===== src/hdl/wdfp_cfg.svh =====
// register offsets, field positions, reset values and timing figures
// for the watchdog and programmable-frequency control slice
`ifndef WDFP_CFG_SVH
`define WDFP_CFG_SVH

`define WDFP_OFS_WD_CTRL 8'h0A
`define WDFP_OFS_MULT_LO 8'h0B
`define WDFP_OFS_MULT_HI_DIV 8'h0C
`define WDFP_OFS_SRC_LO 8'h0D
`define WDFP_OFS_MISC 8'h0E

`define WDFP_WD_ON_BIT 0
`define WDFP_CODE_LSB 1
`define WDFP_CODE_MSB 3
`define WDFP_FLAG_BIT 4
`define WDFP_TICK_BIT 5
`define WDFP_ACTION_BIT 6
`define WDFP_RECSEL_BIT 7

`define WDFP_MISC_REC8_BIT 0
`define WDFP_MISC_DRIVE_BIT 1
`define WDFP_MISC_OVR_BIT 5
`define WDFP_MISC_SWRST_BIT 6
`define WDFP_MISC_SRC8_BIT 7
`define WDFP_HI_MULT8_BIT 7
`define WDFP_DIV_MSB 6
`define WDFP_MISC_WR_MASK 8'hF3

`define WDFP_WD_CTRL_RST 8'h20
`define WDFP_MISC_RST 8'h02
`define WDFP_BYTE_ZERO 8'h00

`define WDFP_CLK_PERIOD_NS 5
`define WDFP_TICK_SHORT_MS 294
`define WDFP_TICK_LONG_MS 2340
`define WDFP_NS_PER_MS 1000000
`define WDFP_RESET_PULSE_CYC 16

`endif


===== src/hdl/wdfp_pkg.sv =====
// types shared by the watchdog and frequency control slice
package wdfp_pkg;

  typedef enum logic [1:0] {
    WDFP_RST_IDLE = 2'b00,
    WDFP_RST_ARMED = 2'b01,
    WDFP_RST_PULSE = 2'b10
  } wdfp_rst_state_t;

  typedef struct packed {
    logic recoverySel;
    logic actionSel;
    logic tickUnit;
    logic timeoutFlag;
    logic [2:0] timeoutCountCode;
    logic watchdogOn;
  } wdfp_wd_ctrl_t;

  typedef struct packed {
    logic [8:0] coreMultiplier;
    logic [6:0] coreDivider;
    logic [3:0] freqCode;
    logic progActive;
  } wdfp_freq_t;

endpackage


===== src/hdl/wdfp_tick_timer.sv =====
// watchdog period counter: whole tick units, expiry after a count of ticks
// assumes tickLen is at least one and stable while running
`timescale 1ns/100ps
`default_nettype none
module wdfp_tick_timer (
  input wire logic clk,
  input wire logic nrst,
  input wire logic run,
  input wire logic restart,
  input wire logic [31:0] tickLen,
  input wire logic [2:0] ticks,
  output logic expire
);
  logic [31:0] cyc_reg;
  logic [2:0] tickCnt_reg;
  logic tickEnd;
  logic lastTick;

  assign tickEnd = (cyc_reg == tickLen - 32'h00000001);
  assign lastTick = (tickCnt_reg == ticks - 3'h1);

  always_ff @(posedge clk)
  begin
    if (!nrst || restart || !run || ticks == 3'h0)
    begin
      cyc_reg <= 32'h00000000;
      tickCnt_reg <= 3'h0;
    end
    else if (tickEnd)
    begin
      cyc_reg <= 32'h00000000;
      tickCnt_reg <= lastTick ? 3'h0 : tickCnt_reg + 3'h1; // RL18
    end
    else
    begin
      cyc_reg <= cyc_reg + 32'h00000001;
    end
  end

  always_ff @(posedge clk)
  begin
    if (!nrst)
      expire <= 1'b0;
    else
      expire <= run && !restart && ticks != 3'h0 && tickEnd && lastTick; // RL5
  end
endmodule // wdfp_tick_timer
`default_nettype wire


===== src/hdl/wdfp_regs.sv =====
// watchdog, recovery and programmable-frequency control registers
// assumes a serial bus engine giving byte writes and an end-of-write pulse
//
// Notes on behaviour
// (RL1) reboot restores strap frequency, or the 9-bit recovery multiplier, by select bit
// (RL2) expiry pulses reset; action 0 also reloads recovery frequency, 1 reset only
// (RL3) tick unit 294 ms or 2.34 s; resets to the long unit
// (RL4) expiry sets timeout flag; clearing the timeout code clears it
// (RL5) timeout is code times tick unit; code zero reserved, never expires
// (RL6) setting enable loads the period and starts; clearing disables
// (RL7) programmable mode uses 9-bit multiplier and 7-bit divider for the core clock
// (RL8) clock ratio from latched strap code, or soft code when overriding
// (RL9) multiplier low byte, then multiplier bit 8 above 7-bit divider
// (RL10) 9-bit serial reference multiplier split across two bytes, resets zero
// (RL11) software reset pulses only after the setting write transaction ends
// (RL12) software reset bit self clears after the reset pulse
// (RL13) system must strap the reset output on before relying on software reset
// (RL14) frequency from strap pins, or soft code when override set; resets zero
// (RL15) free-running bus clock drive 2x when 0, 1x when 1; resets to 1
// (RL16) programmable core frequency enable on when 1, resets off
// (RL17) lockup recovery: auto, manual multiplier, strap settings, or reset only
// (RL18) watchdog counts whole ticks from enable, expires if code not cleared
`timescale 1ns/100ps
`default_nettype none
`include "wdfp_cfg.svh"
module wdfp_regs #(
  parameter int unsigned TICK_SHORT_CYC =
    32'(64'(`WDFP_TICK_SHORT_MS) * `WDFP_NS_PER_MS / `WDFP_CLK_PERIOD_NS),
  parameter int unsigned TICK_LONG_CYC =
    32'(64'(`WDFP_TICK_LONG_MS) * `WDFP_NS_PER_MS / `WDFP_CLK_PERIOD_NS)
) (
  input wire logic clk,
  input wire logic nrst,
  input wire logic regWrite,
  input wire logic [7:0] regAddr,
  input wire logic [7:0] regWdata,
  output logic [7:0] regRdata,
  input wire logic xferDone,
  input wire logic powerGoodInN,
  input wire logic [4:0] strapFreqPins,
  input wire logic resetStrapPin,
  input wire logic [3:0] softFreqCode,
  input wire logic coreProgFreqOn,
  input wire logic autoRecoveryOn,
  input wire logic [7:0] recoveryMultLow,
  output wdfp_pkg::wdfp_freq_t freqOut,
  output logic [8:0] serialRefMultiplier,
  output logic [4:0] strapFreqCode,
  output logic freeRunBusClockWeak,
  output logic systemResetOutN
);
  wdfp_pkg::wdfp_wd_ctrl_t wd_reg;
  wdfp_pkg::wdfp_rst_state_t rstState_reg;
  logic [7:0] multLo_reg;
  logic [7:0] multHiDiv_reg;
  logic [7:0] srcLo_reg;
  logic [7:0] misc_reg;
  logic [8:0] autoMult_reg;
  logic hwFallback_reg;
  logic pgPrev_reg;
  logic resetOutOn_reg;
  logic [4:0] pulseCnt_reg;
  logic progPrev_reg;
  logic expire;
  logic wrWd;
  logic wrMisc;
  logic kick;
  logic pulseDone;
  logic [8:0] recoveryMult;

  assign wrWd = regWrite && regAddr == `WDFP_OFS_WD_CTRL;
  assign wrMisc = regWrite && regAddr == `WDFP_OFS_MISC;
  assign recoveryMult = {misc_reg[`WDFP_MISC_REC8_BIT], recoveryMultLow};
  // enable rising or a new code reloads the period
  assign kick = wrWd && (regWdata[`WDFP_WD_ON_BIT] && !wd_reg.watchdogOn
    || regWdata[`WDFP_CODE_MSB:`WDFP_CODE_LSB] != wd_reg.timeoutCountCode); // RL6
  assign pulseDone = rstState_reg == wdfp_pkg::WDFP_RST_PULSE
    && pulseCnt_reg == 5'(`WDFP_RESET_PULSE_CYC - 1);

  wdfp_tick_timer u_timer (
    .clk(clk),
    .nrst(nrst),
    .run(wd_reg.watchdogOn),
    .restart(kick),
    .tickLen(wd_reg.tickUnit ? TICK_LONG_CYC : TICK_SHORT_CYC), // RL3
    .ticks(wd_reg.timeoutCountCode),
    .expire(expire)
  );

  // watchdog control byte
  always_ff @(posedge clk)
  begin
    if (!nrst)
      wd_reg <= `WDFP_WD_CTRL_RST; // RL3
    else
    begin
      if (wrWd)
      begin
        wd_reg.recoverySel <= regWdata[`WDFP_RECSEL_BIT];
        wd_reg.actionSel <= regWdata[`WDFP_ACTION_BIT];
        wd_reg.tickUnit <= regWdata[`WDFP_TICK_BIT];
        wd_reg.timeoutCountCode <= regWdata[`WDFP_CODE_MSB:`WDFP_CODE_LSB];
        wd_reg.watchdogOn <= regWdata[`WDFP_WD_ON_BIT]; // RL6
      end
      // expiry wins over a clear in the same cycle
      if (expire)
        wd_reg.timeoutFlag <= 1'b1; // RL4
      else if (wrWd && regWdata[`WDFP_CODE_MSB:`WDFP_CODE_LSB] == 3'h0)
        wd_reg.timeoutFlag <= 1'b0; // RL4
    end
  end

  // frequency bytes, with recovery reload on expiry
  always_ff @(posedge clk)
  begin
    if (!nrst)
    begin
      multLo_reg <= `WDFP_BYTE_ZERO;
      multHiDiv_reg <= `WDFP_BYTE_ZERO;
      srcLo_reg <= `WDFP_BYTE_ZERO; // RL10
      hwFallback_reg <= 1'b0;
    end
    else if (expire && !wd_reg.actionSel) // RL2
    begin
      if (autoRecoveryOn)
        {multHiDiv_reg[`WDFP_HI_MULT8_BIT], multLo_reg} <= autoMult_reg; // RL17
      else if (wd_reg.recoverySel)
        {multHiDiv_reg[`WDFP_HI_MULT8_BIT], multLo_reg} <= recoveryMult; // RL1
      else
        hwFallback_reg <= 1'b1; // RL1
    end
    else if (regWrite)
    begin
      unique case (regAddr)
        `WDFP_OFS_MULT_LO:
        begin
          multLo_reg <= regWdata; // RL9
          hwFallback_reg <= 1'b0;
        end
        `WDFP_OFS_MULT_HI_DIV:
        begin
          multHiDiv_reg <= regWdata; // RL9
          hwFallback_reg <= 1'b0;
        end
        `WDFP_OFS_SRC_LO: srcLo_reg <= regWdata; // RL10
        default: ;
      endcase
    end
  end

  // last multiplier in force when programmable mode was turned on
  always_ff @(posedge clk)
  begin
    if (!nrst)
    begin
      autoMult_reg <= 9'h000;
      progPrev_reg <= 1'b0;
    end
    else
    begin
      progPrev_reg <= coreProgFreqOn;
      if (coreProgFreqOn && !progPrev_reg)
        autoMult_reg <= {multHiDiv_reg[`WDFP_HI_MULT8_BIT], multLo_reg}; // RL17
    end
  end

  // misc byte; software reset bit held by hardware until pulse done
  always_ff @(posedge clk)
  begin
    if (!nrst)
      misc_reg <= `WDFP_MISC_RST; // RL15
    else
    begin
      if (wrMisc)
      begin
        misc_reg <= regWdata & `WDFP_MISC_WR_MASK;
        if (rstState_reg != wdfp_pkg::WDFP_RST_IDLE)
          misc_reg[`WDFP_MISC_SWRST_BIT] <= 1'b1;
      end
      if (expire && !wd_reg.actionSel && !autoRecoveryOn && !wd_reg.recoverySel)
        misc_reg[`WDFP_MISC_OVR_BIT] <= 1'b0; // RL1
      if (pulseDone)
        misc_reg[`WDFP_MISC_SWRST_BIT] <= 1'b0; // RL12
    end
  end

  // reset pulse sequencer for software and watchdog resets
  always_ff @(posedge clk)
  begin
    if (!nrst)
    begin
      rstState_reg <= wdfp_pkg::WDFP_RST_IDLE;
      pulseCnt_reg <= 5'h00;
    end
    else
    begin
      unique case (rstState_reg)
        wdfp_pkg::WDFP_RST_IDLE:
        begin
          pulseCnt_reg <= 5'h00;
          if (expire)
            rstState_reg <= wdfp_pkg::WDFP_RST_PULSE; // RL2
          else if (wrMisc && regWdata[`WDFP_MISC_SWRST_BIT])
            rstState_reg <= wdfp_pkg::WDFP_RST_ARMED;
        end
        wdfp_pkg::WDFP_RST_ARMED:
          if (xferDone)
            rstState_reg <= wdfp_pkg::WDFP_RST_PULSE; // RL11
        wdfp_pkg::WDFP_RST_PULSE:
        begin
          pulseCnt_reg <= pulseCnt_reg + 5'h01;
          if (pulseDone)
            rstState_reg <= wdfp_pkg::WDFP_RST_IDLE;
        end
        default: rstState_reg <= wdfp_pkg::WDFP_RST_IDLE;
      endcase
    end
  end

  // straps caught on the falling edge of power good
  always_ff @(posedge clk)
  begin
    if (!nrst)
    begin
      pgPrev_reg <= 1'b1;
      strapFreqCode <= 5'h00;
      resetOutOn_reg <= 1'b0;
    end
    else
    begin
      pgPrev_reg <= powerGoodInN;
      if (pgPrev_reg && !powerGoodInN)
      begin
        strapFreqCode <= strapFreqPins;
        resetOutOn_reg <= resetStrapPin; // RL13
      end
    end
  end

  // outputs toward the synthesiser
  always_ff @(posedge clk)
  begin
    if (!nrst)
    begin
      freqOut <= '0;
      serialRefMultiplier <= 9'h000;
      freeRunBusClockWeak <= 1'b1;
      systemResetOutN <= 1'b1;
    end
    else
    begin
      freqOut.progActive <= coreProgFreqOn && !hwFallback_reg; // RL16
      freqOut.coreMultiplier <= {multHiDiv_reg[`WDFP_HI_MULT8_BIT], multLo_reg}; // RL7
      freqOut.coreDivider <= multHiDiv_reg[`WDFP_DIV_MSB:0]; // RL7
      freqOut.freqCode <= misc_reg[`WDFP_MISC_OVR_BIT] ? softFreqCode
        : strapFreqCode[3:0]; // RL8 RL14
      serialRefMultiplier <= {misc_reg[`WDFP_MISC_SRC8_BIT], srcLo_reg}; // RL10
      freeRunBusClockWeak <= misc_reg[`WDFP_MISC_DRIVE_BIT]; // RL15
      systemResetOutN <= !(rstState_reg == wdfp_pkg::WDFP_RST_PULSE && resetOutOn_reg);
    end
  end

  // read data registered one cycle after the address
  always_ff @(posedge clk)
  begin
    if (!nrst)
      regRdata <= `WDFP_BYTE_ZERO;
    else
    begin
      unique case (regAddr)
        `WDFP_OFS_WD_CTRL: regRdata <= wd_reg;
        `WDFP_OFS_MULT_LO: regRdata <= multLo_reg;
        `WDFP_OFS_MULT_HI_DIV: regRdata <= multHiDiv_reg;
        `WDFP_OFS_SRC_LO: regRdata <= srcLo_reg;
        `WDFP_OFS_MISC: regRdata <= misc_reg;
        default: regRdata <= `WDFP_BYTE_ZERO;
      endcase
    end
  end
endmodule // wdfp_regs
`default_nettype wire


===== config.mk =====
export PLATFORM = sky130hd
export DESIGN_NAME = wdfp_regs
export DESIGN_NICKNAME = d
export VERILOG_FILES = /design/src/hdl/wdfp_pkg.sv /design/src/hdl/wdfp_tick_timer.sv /design/src/hdl/wdfp_regs.sv
export VERILOG_INCLUDE_DIRS = /design/src /design/src/hdl
export SDC_FILE = /design/constraint.sdc
export NUM_CORES = 1
export LEC_CHECK = 0
export ABC_CLOCK_PERIOD_IN_PS = 2360
export BUFFER_PORTS_ARGS = -buffer_cell sky130_fd_sc_hd__buf_2
export CAP_MARGIN = 20
export CORE_MARGIN = 2
export CORE_UTILIZATION = 57
export DETAILED_ROUTE_END_ITERATION = 7
export GPL_TIMING_DRIVEN = 0
export HOLD_SLACK_MARGIN = 0.05
export PLACE_DENSITY = 0.8
export SETUP_SLACK_MARGIN = 0.2
export SYNTH_ARGS = -nofsm -noshare
export SYNTH_HDL_FRONTEND = slang
export SYNTH_SLANG_ARGS = --single-unit

===== constraint.sdc =====
create_clock -name clk -period 2.36 [get_ports clk]
set_input_delay 0.118 -clock clk [delete_from_list [all_inputs] [get_ports clk]]
set_output_delay 0.118 -clock clk [all_outputs]
set_load 0.005 [all_outputs]

==> flow_summary_export.csv <==
group,metric,value,unit
sta,worst_slew_margin_rel,0.5146,
critical_path,critPathBufInv,0,
global_route,grt_usage,0.2780,
sta,finalMaxSlewViolations,0,
synthesis,synth_seq_area_share,0.4703,
cells_and_area,design.final.nets,816,
cells_and_area,num_antenna_cells,0,
power,power.ir.vdd_worst,0.0005199,V
clock_tree,clock_buffer_count_from_cts,17,
clock_tree,clock-sinks,139,
sta,finClkSkew,5.996,ps
global_route,overflow,0,
clock_tree,ctsLongestPathBuffers,2,
detailed_routing,postRouteAntennaNets,0,
clock_tree,tritoncts,"built",
clock_tree,cts.reportedPaths.clkPinSlew,60,ps
clock_tree,ctsHtreeMaxLevel,4,
sta,fin_crit,2043,ps
die,core_area,10180,sq um
global_route,first_pass_grt_wire_length,24.41,mm
global_route,first_global_vias,5150,
die,initial_utilization,0.5810,
detailed_routing,post_drt_wl_per_cell,16.90,um
global_route,largest_net_degree_at_the_start_of_global_routing,17,
sta,worst-slew-pin-transition,728.1,ps
detailed_routing,drt_drc_violations_left,0,
outcome,status,"finished, final reports clean",
critical_path,critPathTopFamily,"simple AND/OR/NAND/NOR gates",
hold_path,min_delay_path_depth,5,
sta,report.final.hold_viol_count,0,
synthesis,synth_flop_cell,"dfxtp_1",
synthesis,ys.warnings.count,0,
sta,maxClockFrequency,489.6,MHz
detailed_routing,vias,5207,
synthesis,flip_flop_and_latch_count_after_synthesis,139,
synthesis,async_reset_ff_frac,0,
placement,port_buffers,84,
clock_tree,clk_root_buffer_cell,"clkbuf_8",
die,ioPinCount,86,
critical_path,cp-start-kind,"register",
placement,half_perimeter_wire_length_after_detailed_placement,10.35,mm
critical_path,critPathSlowestCell,"or4_1",
sta,timing.setup.tns,0,ps
cells_and_area,layout-drive-gt1-share,0.1969,
synthesis,mappedNetlistNets,686,
synthesis,yosys.cell_types.count,59,
global_route,grt_antenna_before_repair,0,
critical_path,path_depth,6,
synthesis,netlist_area,5917,sq um
detailed_routing,avgViaCountPerCell,5.672,
critical_path,worst_setup_path_end_kind,"register",
synthesis,syn-instance-count,639,
detailed_routing,dr.pass1.iters,7,
critical_path,critical_path_required,2770,ps
die,die_y,105.9,um
synthesis,synth_area_leader_cell,"dfxtp_1",
critical_path,worst-r2r-cell-count,6,
cells_and_area,largest_register_ff_count,32,
synthesis,mean_post_synth_cell_area,9.260,sq um
synthesis,post_synth_edffs,0,
die,placement_rows,37,
sta,rsz0062_at_grt,"yes",
synthesis,post_synth_main_area_contributors,"dfxtp_1, mux2i_1, nand2_1",
sta,finalSetupViolCount,0,
die,die_area,11210,sq um
critical_path,worst-path-max-fanout,5,
hold_path,timing.hold.worst.class,"input port to register",
detailed_routing,detailedRoute.firstIterationViolations,338,
synthesis,synth_common_cells,"dfxtp_1, nand2_1, nor2_1",
power,power_density,723.5,nW/um^2
critical_path,timing.critical_path.cells,"ha_1 > nand2_1 > or4_1 > nor3_1 > xnor2_1 > nor2_1",
synthesis,post-synth-top-count-cell,"dfxtp_1",
flow_run,cap_viol_max_count,0,
critical_path,critical_path_type,"register to register",
critical_path,arr_time_crit_path,2460,ps
cells_and_area,finish.utilization,0.7308,
die,floorplan.die.width,105.9,um
critical_path,max_stage_delay,630,ps
power,p_leak,2.906,nW
placement,gp_routability_congestion,0.9164,
sta,fin_crit_sh,0.8655,
clock_tree,clkLatencyLatePin,520,ps
cells_and_area,areaGrowthSynthToFinish,25.80,%
detailed_routing,detail_route.wirelength,15.52,mm
synthesis,yosysTopAreaCellShare,0.4703,
power breakdown:
| group | internal [mW] | leakage, nW | switching [mW] |
|---|---|---|---|
| clock network | 1.80 | 0.308 | 0.988 |
| logic | 0.104 | 1.48 | 0.128 |
| registers | 2.36 | 1.12 | 0.00680 |
| total | 4.26 | 2.91 | 1.12 |
metal layers:
layer  share of wire  vias to the layer above  GRT usage  wire length [um]
met4           0.035                        0     0.1316               548
li1                -                     2456          -                 -
met5               0                        -          0                 0
met1            0.42                     2472     0.3188              6450
met3           0.063                       59    0.07297               972
met2            0.49                      220     0.4816              7547
what timing repair did:
action	in CTS	in global routing
buffers inserted	0	5
cloned	0	0
hold buffers	21	1
pin swaps	0	2
endpoints found under the setup margin	26	32
hold endpoints to repair	44	2
resized for setup	3	8
cell type report:
type	instances	area, sq um
inverters	19	71.32
fillers	729	2741
clock buffers	21	459.2
repair buffers	111	678.2
flip-flops and latches	139	2784
multi-input cells	450	2973
plain buffers	31	142.6
clock inverters	11	165.2
well taps	136	170.2
cell families (layout without fill, tap and decap cells):
kind of cell,Yosys count,after routing,synth area share
buffers and inverters,50,193,0.03595
muxes,47,47,0.08099
AOI/OAI and AO/OA,77,77,0.09220
DFF,139,139,0.4703
adders and majority gates,6,6,0.01269
xor gates and xnor gates,33,33,0.05138
and+or+nand+nor,287,287,0.2565
cell usage in the layout, fill, tap and decap left out, drive strengths merged, types with 2 or more instances in the layout:
| master | synthesis | final |
|---|---|---|
| nand3 | 24 | 24 |
| and3 | 5 | 5 |
| a21oi | 16 | 16 |
| and2 | 22 | 22 |
| nor4b | 5 | 5 |
| a21boi | 22 | 22 |
| or4 | 4 | 4 |
| buf | 12 | 102 |
| nor3 | 15 | 15 |
| ha | 6 | 6 |
| dfxtp | 139 | 139 |
| clkinv | 1 | 6 |
| mux2 | 7 | 7 |
| or3 | 4 | 4 |
| inv | 18 | 19 |
| nor4 | 9 | 9 |
| nand4 | 9 | 9 |
| bufinv | 0 | 4 |
| mux2i | 40 | 40 |
| or2 | 3 | 3 |
| and4 | 3 | 3 |
| xor2 | 12 | 12 |
| nor2b | 30 | 30 |
| nor3b | 2 | 2 |
| xnor2 | 20 | 20 |
| o21ai | 17 | 17 |
| nand2 | 95 | 95 |
| clkbuf | 19 | 39 |
| nand2b | 8 | 8 |
| dlygate4sd3 | 0 | 22 |
| nor2 | 44 | 44 |
| a222oi | 8 | 8 |
| a31oi | 2 | 2 |
metrics by stage:
step	cell area [sq um]	instances	power (mW)	hold WS [ps]	setup WS, ps
3_5_place_dp	6507	859	2.613	332.6	-127.9
5_1_grt	7443	918	5.516	84.94	162.0
4_1_cts	7355	912	5.394	62.78	218.7
3_3_place_gp	6507	859	2.608	317.7	-75.41
6_report	7443	918	5.385	82.63	317.5
2_1_floorplan	5917	639	2.518	219.5	461.8
worst paths after layout:
| path | startpoint | slack, ps | end |
|---|---|---|---|
| max | u_timer.cyc_reg[0] | 320 | u_timer.cyc_reg[22] |
| min | recoveryMultLow[0] | 80 | multLo_reg[0] |
| max reg2reg | u_timer.cyc_reg[0] | 320 | u_timer.cyc_reg[22] |
| min reg2reg | resetOutOn_reg | 400 | systemResetOutN |
worst register-to-register path: cells and delay by family (launching register included):
kind | cells | cell delay, ps
adders and majority gates | 1 | 280
DFF | 1 | 390
and+or+nand+nor | 4 | 1110
xor gates and xnor gates | 1 | 150
Power figures use the tool's default switching activity.
